### config.mk
export PLATFORM = sky130hd
export DESIGN_NAME = edu_dispatch
export DESIGN_NICKNAME = d
export VERILOG_FILES = /design/src/core/edu_pkg.sv /design/src/core/edu_dispatch.sv
export SDC_FILE = /design/constraint.sdc
export NUM_CORES = 2
export LEC_CHECK = 0
export BUFFER_PORTS_ARGS = -buffer_cell sky130_fd_sc_hd__buf_2
export CAP_MARGIN = 10
export CORE_AREA = 2 2 394 396
export DETAILED_ROUTE_END_ITERATION = 8
export DIE_AREA = 0 0 396 398
export PLACE_DENSITY = 0.59
export SLEW_MARGIN = 20
export SYNTH_ARGS = -nofsm -noshare
export SYNTH_HDL_FRONTEND = slang
export SYNTH_SLANG_ARGS = --single-unit
### constraint.sdc
create_clock -name sys_clk -period 3.5 [get_ports sys_clk]
set_input_delay 0 -clock sys_clk [delete_from_list [all_inputs] [get_ports sys_clk]]
set_output_delay 0 -clock sys_clk [all_outputs]
set_load 0.01 [all_outputs]
### src/core/edu_pkg.sv
// exception dispatch unit: shared constants, types and field layout
package edu_pkg;
  // opcode bytes of the explicit trap instructions
  localparam logic [7:0] OPC_VEC_CALL = 8'hCD;
  localparam logic [7:0] OPC_OVF_TRAP = 8'hCE;
  localparam logic [7:0] OPC_BRK_CALL = 8'hCC;
  localparam logic [7:0] OPC_DBG_CALL = 8'hF1;
  // exception vectors
  localparam logic [7:0] VEC_DEBUG     = 8'h01;
  localparam logic [7:0] VEC_BREAK     = 8'h03;
  localparam logic [7:0] VEC_OVERFLOW  = 8'h04;
  localparam logic [7:0] VEC_RANGE     = 8'h05;
  localparam logic [7:0] VEC_LEGACY_FP = 8'h10;
  localparam logic [7:0] VEC_VECTOR_FP = 8'h13;
  localparam logic [7:0] VEC_MASK_MIN  = 8'h20;
  // register port byte addresses and fields
  localparam logic [3:0] REG_CTRL      = 4'h0;
  localparam logic [3:0] REG_STATUS    = 4'h4;
  localparam int         CTRL_REAL_BIT = 0;
  localparam int         CTRL_LONG_BIT = 1;
  localparam logic [1:0] CTRL_RESET    = 2'h0;
  // interrupt enable position inside flags_word
  localparam int         FLAGS_IF_BIT  = 9;
  // stack slot sizes in bytes per mode
  localparam logic [3:0] PUSH_REAL     = 4'h2;
  localparam logic [3:0] PUSH_PROT     = 4'h4;
  localparam logic [3:0] PUSH_LONG     = 4'h8;
  // table entry size as a shift of the vector
  localparam int         TBL_SH_REAL   = 2;
  localparam int         TBL_SH_PROT   = 3;
  localparam int         TBL_SH_LONG   = 4;
  localparam logic [15:0] NULL_SEL     = 16'h0000;
  localparam int         FRAME_SLOTS   = 6;
  // kinds of request from the decoder
  typedef enum logic [2:0] {
    OP_NONE, OP_TRAP, OP_RANGE, OP_FP, OP_FRAME, OP_RETURN
  } edu_op_type;
  // descriptor gate kinds
  typedef enum logic [1:0] {
    GATE_INTR, GATE_TRAP, GATE_TASK
  } edu_gate_kind_type;
  // one decoded request
  typedef struct packed {
    logic        valid;
    edu_op_type  kind;
    logic [7:0]  opcode;
    logic [7:0]  vector;
    logic        ovf;
    logic [31:0] operand;
    logic [31:0] lower;
    logic [31:0] upper;
    logic        err_valid;
    logic [31:0] err_code;
    logic [5:0]  fp_cond;
    logic        fp_packed;
    logic [15:0] storage;
    logic [7:0]  level;
  } edu_req_type;
  // architectural state of the running task
  typedef struct packed {
    logic [31:0] flags;
    logic [63:0] ip;
    logic [15:0] cs;
    logic [15:0] ss;
    logic [63:0] sp;
    logic [1:0]  priv;
  } edu_arch_type;
  // table entry as read back from memory
  typedef struct packed {
    edu_gate_kind_type kind;
    logic [15:0]       sel;
    logic [63:0]       offset;
    logic [1:0]        priv;
  } edu_gate_type;
endpackage

### src/core/edu_dispatch.sv
// exception dispatch unit: trap decode, table fetch, frame push, load
//
// Overview of operation
// - task gate vector does implicit task switch
// - save interrupted state, restore on return
// - real mode indexes table, far calls entry
// - real mode pushes flags, cs, ip, error
// - only handler_return_op returns from handler
// - byte CD calls handler of given vector
// - byte CE traps only if overflow set
// - arithmetic overflow never raises vector 4 itself
// - byte CC always calls breakpoint handler
// - byte F1 always calls debug handler
// - range check raises vector 5 outside limits
// - no implicit bounds checks anywhere
// - six distinct floating-point conditions recognised
// - legacy fp condition raises legacy_fp_error
// - packed fp condition raises vector_fp_error
// - long mode table handlers run 64-bit code
// - long mode pushes are zero-extended 8 bytes
// - long mode always pushes stack selector, pointer
// - long mode privilege change nulls stack selector
// - frame nesting level limited to 0..31
// - frame first operand is bytes reserved
// - nesting level ignores privilege checks
// - interrupt gate clears interrupt enable flag
// - vectors 32..255 maskable, pin or call
`timescale 1ns/100ps
`default_nettype none
module edu_dispatch (
  // clock and reset
  input  wire logic                  sys_clk,
  input  wire logic                  reset_n,
  // register port
  input  wire logic [3:0]            reg_addr,
  input  wire logic [31:0]           reg_wdata,
  input  wire logic                  reg_wr,
  input  wire logic                  reg_rd,
  output logic [31:0]                reg_rdata,
  // decoder request and external interrupt pin
  input  wire edu_pkg::edu_req_type  req,
  input  wire logic                  ext_intr,
  input  wire logic [7:0]            ext_vector,
  output logic                       ext_ack,
  output logic                       busy,
  // current architectural state
  input  wire edu_pkg::edu_arch_type arch,
  // descriptor table read
  output logic                       tbl_rd_en,
  output logic [63:0]                tbl_rd_addr,
  input  wire edu_pkg::edu_gate_type tbl_entry,
  // stack write path
  output logic                       push_en,
  output logic [63:0]                push_addr,
  output logic [63:0]                push_data,
  output logic [3:0]                 push_bytes,
  // handler load and task switch
  output logic                       handler_valid,
  output edu_pkg::edu_arch_type      handler_state,
  output logic                       handler_code64,
  output logic                       task_switch,
  output logic                       task_restore,
  output logic                       ret_valid,
  // frame setup result
  output logic                       frame_valid,
  output logic [63:0]                frame_sp,
  output logic [4:0]                 frame_level
);

  // dispatch states, gray along idle-fetch-wait-push-load
  typedef enum logic [2:0] {
    ST_IDLE  = 3'b000,
    ST_FETCH = 3'b001,
    ST_WAIT  = 3'b011,
    ST_PUSH  = 3'b010,
    ST_LOAD  = 3'b110
  } edu_state_type;

  edu_state_type         state_reg;      // dispatch sequencer
  logic [1:0]            ctrl_reg;       // mode bits from software
  logic [7:0]            vec_reg;        // vector being dispatched
  logic                  err_en_reg;     // error code slot wanted
  logic [31:0]           err_reg;        // error code to push
  edu_pkg::edu_arch_type snap_reg;       // state at dispatch start
  edu_pkg::edu_arch_type task_reg;       // interrupted task state
  logic                  task_act_reg;   // handler task running
  edu_pkg::edu_gate_type gate_reg;       // fetched table entry
  logic [2:0]            idx_reg;        // frame slot index
  logic [63:0]           sp_reg;         // running stack pointer
  logic                  ss_en_reg;      // stack pair is pushed
  logic                  pchg_reg;       // privilege changes

  // mode decode
  wire real_mode = ctrl_reg[edu_pkg::CTRL_REAL_BIT];
  wire long_mode = ctrl_reg[edu_pkg::CTRL_LONG_BIT] & ~real_mode;
  wire idle      = (state_reg == ST_IDLE);

  // trap decode; arithmetic results never come here
  wire is_trap  = req.valid & (req.kind == edu_pkg::OP_TRAP);
  wire op_vcall = is_trap & (req.opcode == edu_pkg::OPC_VEC_CALL);
  wire op_ovf   = is_trap & (req.opcode == edu_pkg::OPC_OVF_TRAP)
                  & req.ovf;
  wire op_brk   = is_trap & (req.opcode == edu_pkg::OPC_BRK_CALL);
  wire op_dbg   = is_trap & (req.opcode == edu_pkg::OPC_DBG_CALL);

  // range check against the limits fetched by the decoder
  wire below    = $signed(req.operand) < $signed(req.lower);
  wire above    = $signed(req.operand) > $signed(req.upper);
  wire op_range = req.valid & (req.kind == edu_pkg::OP_RANGE)
                  & (below | above);

  // any of the six fp conditions, routed by instruction class
  wire op_fp    = req.valid & (req.kind == edu_pkg::OP_FP)
                  & (|req.fp_cond);
  wire [7:0] fp_vec = req.fp_packed ? edu_pkg::VEC_VECTOR_FP
                                    : edu_pkg::VEC_LEGACY_FP;

  // maskable interrupts from the pin, only with interrupts enabled
  wire ext_ok   = ext_intr & (ext_vector >= edu_pkg::VEC_MASK_MIN)
                  & arch.flags[edu_pkg::FLAGS_IF_BIT];

  wire op_ret   = req.valid & (req.kind == edu_pkg::OP_RETURN);
  wire op_frame = req.valid & (req.kind == edu_pkg::OP_FRAME);

  // software traps win over the pin in the same cycle
  wire sw_hit   = op_vcall | op_ovf | op_brk | op_dbg | op_range
                  | op_fp;
  wire start    = idle & (sw_hit | ext_ok);

  // vector selection
  wire [7:0] start_vec =
    op_vcall ? req.vector :
    op_ovf   ? edu_pkg::VEC_OVERFLOW :
    op_brk   ? edu_pkg::VEC_BREAK :
    op_dbg   ? edu_pkg::VEC_DEBUG :
    op_range ? edu_pkg::VEC_RANGE :
    op_fp    ? fp_vec : ext_vector;

  // table address: vector scaled by entry size of the mode
  wire [63:0] vec64  = {56'h0, vec_reg};
  wire [63:0] tbl_a  =
    real_mode ? (vec64 << edu_pkg::TBL_SH_REAL) :
    long_mode ? (vec64 << edu_pkg::TBL_SH_LONG) :
                (vec64 << edu_pkg::TBL_SH_PROT);

  // slot size and width mask per mode
  wire [3:0]  slot_b = real_mode ? edu_pkg::PUSH_REAL :
                       long_mode ? edu_pkg::PUSH_LONG :
                                   edu_pkg::PUSH_PROT;
  wire [63:0] mask   = real_mode ? 64'h0000_0000_0000_FFFF :
                       long_mode ? 64'hFFFF_FFFF_FFFF_FFFF :
                                   64'h0000_0000_FFFF_FFFF;

  // frame slots in push order: ss, sp, flags, cs, ip, error
  logic [63:0] slot_val;
  logic        slot_en;
  always_comb
  begin
    slot_val = 64'h0;
    slot_en  = 1'b0;
    case (idx_reg)
      3'd0:
      begin
        slot_val = {48'h0, snap_reg.ss};
        slot_en  = ss_en_reg;
      end
      3'd1:
      begin
        slot_val = snap_reg.sp;
        slot_en  = ss_en_reg;
      end
      3'd2:
      begin
        slot_val = {32'h0, snap_reg.flags};
        slot_en  = 1'b1;
      end
      3'd3:
      begin
        slot_val = {48'h0, snap_reg.cs};
        slot_en  = 1'b1;
      end
      3'd4:
      begin
        slot_val = snap_reg.ip;
        slot_en  = 1'b1;
      end
      3'd5:
      begin
        slot_val = {32'h0, err_reg};
        slot_en  = err_en_reg;
      end
      default:
      begin
        slot_val = 64'h0;
        slot_en  = 1'b0;
      end
    endcase
  end

  wire [63:0] slot_sp = sp_reg - {60'h0, slot_b};
  wire        last    = (idx_reg == 3'(edu_pkg::FRAME_SLOTS - 1));

  // handler entry state: new cs, ip, flags, stack
  logic [31:0] hflags;
  always_comb
  begin
    hflags = snap_reg.flags;
    // interrupt gates and real mode enter with interrupts off
    if ((gate_reg.kind == edu_pkg::GATE_INTR) | real_mode)
      hflags[edu_pkg::FLAGS_IF_BIT] = 1'b0;
  end
  wire [15:0] hss = (long_mode & pchg_reg) ? edu_pkg::NULL_SEL
                                           : snap_reg.ss;
  wire [63:0] hip = real_mode ? {48'h0, gate_reg.offset[15:0]}
                              : gate_reg.offset;

  // register read mux
  wire [31:0] status_w = {8'h0, vec_reg, 7'h0, task_act_reg,
                          1'b0, state_reg, 2'h0, ctrl_reg};
  wire [31:0] rd_mux   =
    (reg_addr == edu_pkg::REG_CTRL)   ? {30'h0, ctrl_reg} :
    (reg_addr == edu_pkg::REG_STATUS) ? status_w : 32'h0;

  // register port: control write, read data one cycle later
  always_ff @(posedge sys_clk or negedge reset_n)
  begin
    if (!reset_n)
    begin
      ctrl_reg  <= edu_pkg::CTRL_RESET;
      reg_rdata <= 32'h0;
    end
    else
    begin
      if (reg_wr & (reg_addr == edu_pkg::REG_CTRL))
        ctrl_reg <= reg_wdata[1:0];
      reg_rdata <= reg_rd ? rd_mux : 32'h0;
    end
  end

  // frame setup: level cut to its low five bits, no privilege input
  always_ff @(posedge sys_clk or negedge reset_n)
  begin
    if (!reset_n)
    begin
      frame_valid <= 1'b0;
      frame_sp    <= 64'h0;
      frame_level <= 5'h0;
    end
    else
    begin
      frame_valid <= op_frame & idle;
      if (op_frame & idle)
      begin
        frame_sp    <= arch.sp - {48'h0, req.storage};
        frame_level <= req.level[4:0];
      end
    end
  end

  // dispatch sequencer
  always_ff @(posedge sys_clk or negedge reset_n)
  begin
    if (!reset_n)
    begin
      state_reg      <= ST_IDLE;
      vec_reg        <= 8'h0;
      err_en_reg     <= 1'b0;
      err_reg        <= 32'h0;
      snap_reg       <= '0;
      task_reg       <= '0;
      task_act_reg   <= 1'b0;
      gate_reg       <= '0;
      idx_reg        <= 3'h0;
      sp_reg         <= 64'h0;
      ss_en_reg      <= 1'b0;
      pchg_reg       <= 1'b0;
      ext_ack        <= 1'b0;
      busy           <= 1'b0;
      tbl_rd_en      <= 1'b0;
      tbl_rd_addr    <= 64'h0;
      push_en        <= 1'b0;
      push_addr      <= 64'h0;
      push_data      <= 64'h0;
      push_bytes     <= 4'h0;
      handler_valid  <= 1'b0;
      handler_state  <= '0;
      handler_code64 <= 1'b0;
      task_switch    <= 1'b0;
      task_restore   <= 1'b0;
      ret_valid      <= 1'b0;
    end
    else
    begin
      // pulses default low
      ext_ack       <= 1'b0;
      tbl_rd_en     <= 1'b0;
      push_en       <= 1'b0;
      handler_valid <= 1'b0;
      task_switch   <= 1'b0;
      task_restore  <= 1'b0;
      ret_valid     <= 1'b0;
      case (state_reg)
        ST_IDLE:
        begin
          if (start)
          begin
            // capture the interrupted state and the vector
            vec_reg    <= start_vec;
            err_en_reg <= op_range ? 1'b0 : (sw_hit & req.err_valid);
            err_reg    <= req.err_code;
            snap_reg   <= arch;
            sp_reg     <= arch.sp;
            ext_ack    <= ~sw_hit;
            busy       <= 1'b1;
            state_reg  <= ST_FETCH;
          end
          else if (op_ret)
          begin
            // return: handler task resumes the saved task
            ret_valid <= 1'b1;
            if (task_act_reg)
            begin
              task_restore  <= 1'b1;
              handler_state <= task_reg;
              task_act_reg  <= 1'b0;
            end
          end
        end
        ST_FETCH:
        begin
          tbl_rd_en   <= 1'b1;
          tbl_rd_addr <= tbl_a;
          state_reg   <= ST_WAIT;
        end
        ST_WAIT:
        begin
          // entry arrives the cycle after the read
          if (!tbl_rd_en)
          begin
            gate_reg <= tbl_entry;
            pchg_reg <= (tbl_entry.priv != snap_reg.priv);
            ss_en_reg <= long_mode |
                         (~real_mode & (tbl_entry.priv != snap_reg.priv));
            idx_reg  <= 3'h0;
            if (~real_mode & (tbl_entry.kind == edu_pkg::GATE_TASK))
            begin
              // implicit task call into the handler task
              task_reg     <= snap_reg;
              task_act_reg <= 1'b1;
              task_switch  <= 1'b1;
              handler_state <= '{flags: snap_reg.flags,
                                 ip: tbl_entry.offset,
                                 cs: tbl_entry.sel,
                                 ss: snap_reg.ss,
                                 sp: snap_reg.sp,
                                 priv: tbl_entry.priv};
              busy      <= 1'b0;
              state_reg <= ST_IDLE;
            end
            else
              state_reg <= ST_PUSH;
          end
        end
        ST_PUSH:
        begin
          // one slot a cycle, zero-extended to the slot width
          if (slot_en)
          begin
            push_en    <= 1'b1;
            push_addr  <= slot_sp;
            push_data  <= slot_val & mask;
            push_bytes <= slot_b;
            sp_reg     <= slot_sp;
          end
          idx_reg <= idx_reg + 3'h1;
          if (last)
            state_reg <= ST_LOAD;
        end
        ST_LOAD:
        begin
          // far transfer into the handler
          handler_valid  <= 1'b1;
          handler_state  <= '{flags: hflags, ip: hip,
                              cs: real_mode ? gate_reg.offset[31:16]
                                            : gate_reg.sel,
                              ss: hss, sp: sp_reg,
                              priv: gate_reg.priv};
          handler_code64 <= long_mode;
          busy           <= 1'b0;
          state_reg      <= ST_IDLE;
        end
        default:
        begin
          busy      <= 1'b0;
          state_reg <= ST_IDLE;
        end
      endcase
    end
  end
endmodule
`default_nettype wire

==> metrics.yaml <==
ys_seq_elements: 1016
clk_path_buf_depth: 3
cts_made_buffers: 113
critPathMaxFanout: 8
io_buffers: 902
die_w_um: 396
grt_max_degree: 129
arrival_ns: 3.99
path_cells: "dlygate4sd3_1 -> buf_2 -> nor4_4 -> nand2_2 -> nor3_1 -> nand2b_1 -> or4b_4 -> nor3_4 -> nand2_1 -> o31ai_1 -> dlygate4sd3_1 -> a31oi_1 -> dlygate4sd3_1"
finalWorstSetupSlack_ns: 0.146
finalClockSkew_ns: 0.0775
start_util_pct: 31.0
r2r_end: "sp_reg[63]"
power_density_nw_per_um2: 904
drt-initial-drc-count: 3273
ys_types: 89
postSynthCellCount: 4985
fin_nets: 7025
area.growth.synth_to_final_pct: 36.4
critical_path_depth: 13
drc_errors: 0
cp_common_cell: "dlygate4sd3_1"
relSlewSlack_pct: 34.9
rsz0062_at_grt: "true"
cts_root_buf: "clkbuf_16"
slew_violations: 0
gp_congestion: 0.899
dp.cells: 7774
synthMuxAreaShare_pct: 6.26
final_cells: 8590
met3_usage_pct: 5.72
yosysWarnings: 0
h-tree-depth: 3
via_count: 43755
hp-start: "arch[92]"
crit_family: "buffers and inverters"
top_usage_layer: "met2"
reg2reg_from: "ctrl_reg[0]"
synth_xor_area_share_pct: 2.10
synth_area_per_cell_um2: 9.54
fin_crit_ns: 3.35
io_pins: 1009
dp_slack_ns: 0.119
clk_latency_ns: 0.79
startpoint: "arch[18]"
cts_sinks: 1016
cts_tree: "built"
grt_pass1_wl_mm: 296
drv_cap: 0
nFillCells: 14832
rows: 144
synthAdderAreaFrac_pct: 2.37
finalCritPeriodShare_pct: 95.8
avgRoutedWirePerCell_um: 23.9
critPathKind: "in -> reg"
report.power.total_mw: 58.7
worstRegToRegCells: 13
gr-usage-met2_pct: 41.3
grt_usage_pct: 25.4
max_stage_delay_ns: 0.61
synth_compound_area_share_pct: 14.0
dieHeight_um: 398
grt_pass1_vias: 43283
p_leak_nw: 30.5
regArea_um2: 25400
avgViaCountPerCell: 5.09
synth-simple-area-share_pct: 17.0
crit_end: "frame_sp[41]"
synth_area_um2: 47600
multi_input_area_um2: 20300
status: "complete, no violations"
tns_ns: 0
clkTransAtPathRegs_ns: 0.06
synthArstFlopShare_pct: 100
vdd_drop_max_mv: 0.605
setup_viol: 0
grtUsageMet1_pct: 31.9
worstPathRequired_ns: 4.14
antenna_found_initial: 40
ant_nets: 0
drive_above_1_share_pct: 24.1
finalHoldViolCount: 0
routed_wl_mm: 206
synth_edf_count: 0
fmax_ghz: 0.298
synth_top_family_by_area: "simple AND/OR/NAND/NOR gates"
dp_hpwl_mm: 150
hold_path_class: "in -> reg"
core_area_um2: 153000
mostFrequentLayoutCells: "nand2_1 (1346), dfrtp_1 (1015), buf_2 (901)"
gr-total-overflow: 0
first_pass_iters: 6
worstSetupEndpointType: "register"
start_kind: "input port"
path_buf_inv: 4
synth_flop_cell: "dfrtp_1"
utilization_pct: 42.3
synth_sequential_area_ratio_pct: 53.4
final_common_cell: "nand2_1"
r2r_slack_ns: 0.17
slowest_stage: "or4b_4"
die_area_um2: 158000
tightest_slew_ns: 0.973
worst min path at each step:
stage	endpoint	cells past startpoint
final	snap_reg[92]	3
after CTS	snap_reg[158]	3
after floorplan	busy	0
after detailed placement	handler_state[151]	1
after global placement	handler_state[151]	1
after global routing	snap_reg[78]	3
metrics by stage:
stage	hold slack, ns	cell area, µm²
after floorplan	-0.296	47800
after global placement	0.119	55000
after detailed placement	0.0881	55000
after CTS	0.000382	64800
after global routing	0.0295	64900
final	0.0477	64900
power by group:
group	total, mW	internal, mW	switching (mW)
logic	23.3	9.13	14.2
clock network	12.6	7.20	5.37
registers	22.8	17.4	5.40
total	58.7	33.8	25.0
routing by layer:
metal,routed length (µm),up-vias
li1,-,19905
met1,83400,21612
met2,96900,1780
met3,14700,428
met4,10500,30
met5,182,-
worst register-to-register path, delay by kind of cell (launching register included):
family | cells | cell delay [ns]
simple gates | 8 | 2.01
fa+ha+maj | 1 | 0.31
flops | 1 | 0.50
compound gates | 2 | 0.22
buf+inv | 2 | 0.24
timing repair:
action | CTS | global route
buffers inserted | 0 | 1
endpoints found under the hold margin | 1447 | 0
resized for setup | 0 | 8
hold buffers | 582 | 0
endpoints found under the setup margin | 0 | 99
cells in the mapped netlist, drive strengths merged, types with 16 or more instances:
cell    instances  share of area, %
a21o           19              0.30
a21oi         151               1.6
a221oi         33              0.61
a22o           17              0.31
a22oi         227               3.6
a31oi         181               2.4
buf           121               1.6
clkbuf        280               2.2
dfrtp        1016                53
ha             87               2.3
inv           121              0.95
mux2          245               5.8
mux2i          22              0.46
nand2        1349                11
nand3          21              0.23
nand4          16              0.24
nor2          349               2.8
nor3           58              0.69
nor4           25              0.46
o21ai         237               2.5
o22a           28              0.52
o31ai          58              0.92
or3            18              0.26
xnor2          73               1.3
xor2           41              0.75
area by class of cell:
class	count	share of cell area (%)
Sequential cell	1016	39.2
Multi-Input combinational cell	3517	31.3
Timing Repair Buffer	1657	18.8
Clock buffer	166	5.11
Tap cell	2044	3.94
Clock inverter	43	0.939
Inverter	123	0.727
Antenna cell	24	0.0925
cells by family (layout without fill, tap and decap cells):
kind of cell	count (synthesis)	in the layout
other cells	1	97
fa+ha+maj	89	89
mux	267	267
flops	1016	1016
buf+inv	524	1989
compound gates	1024	1024
simple gates	1950	1950
xor+xnor	114	114
Power figures use the tool's default switching activity.
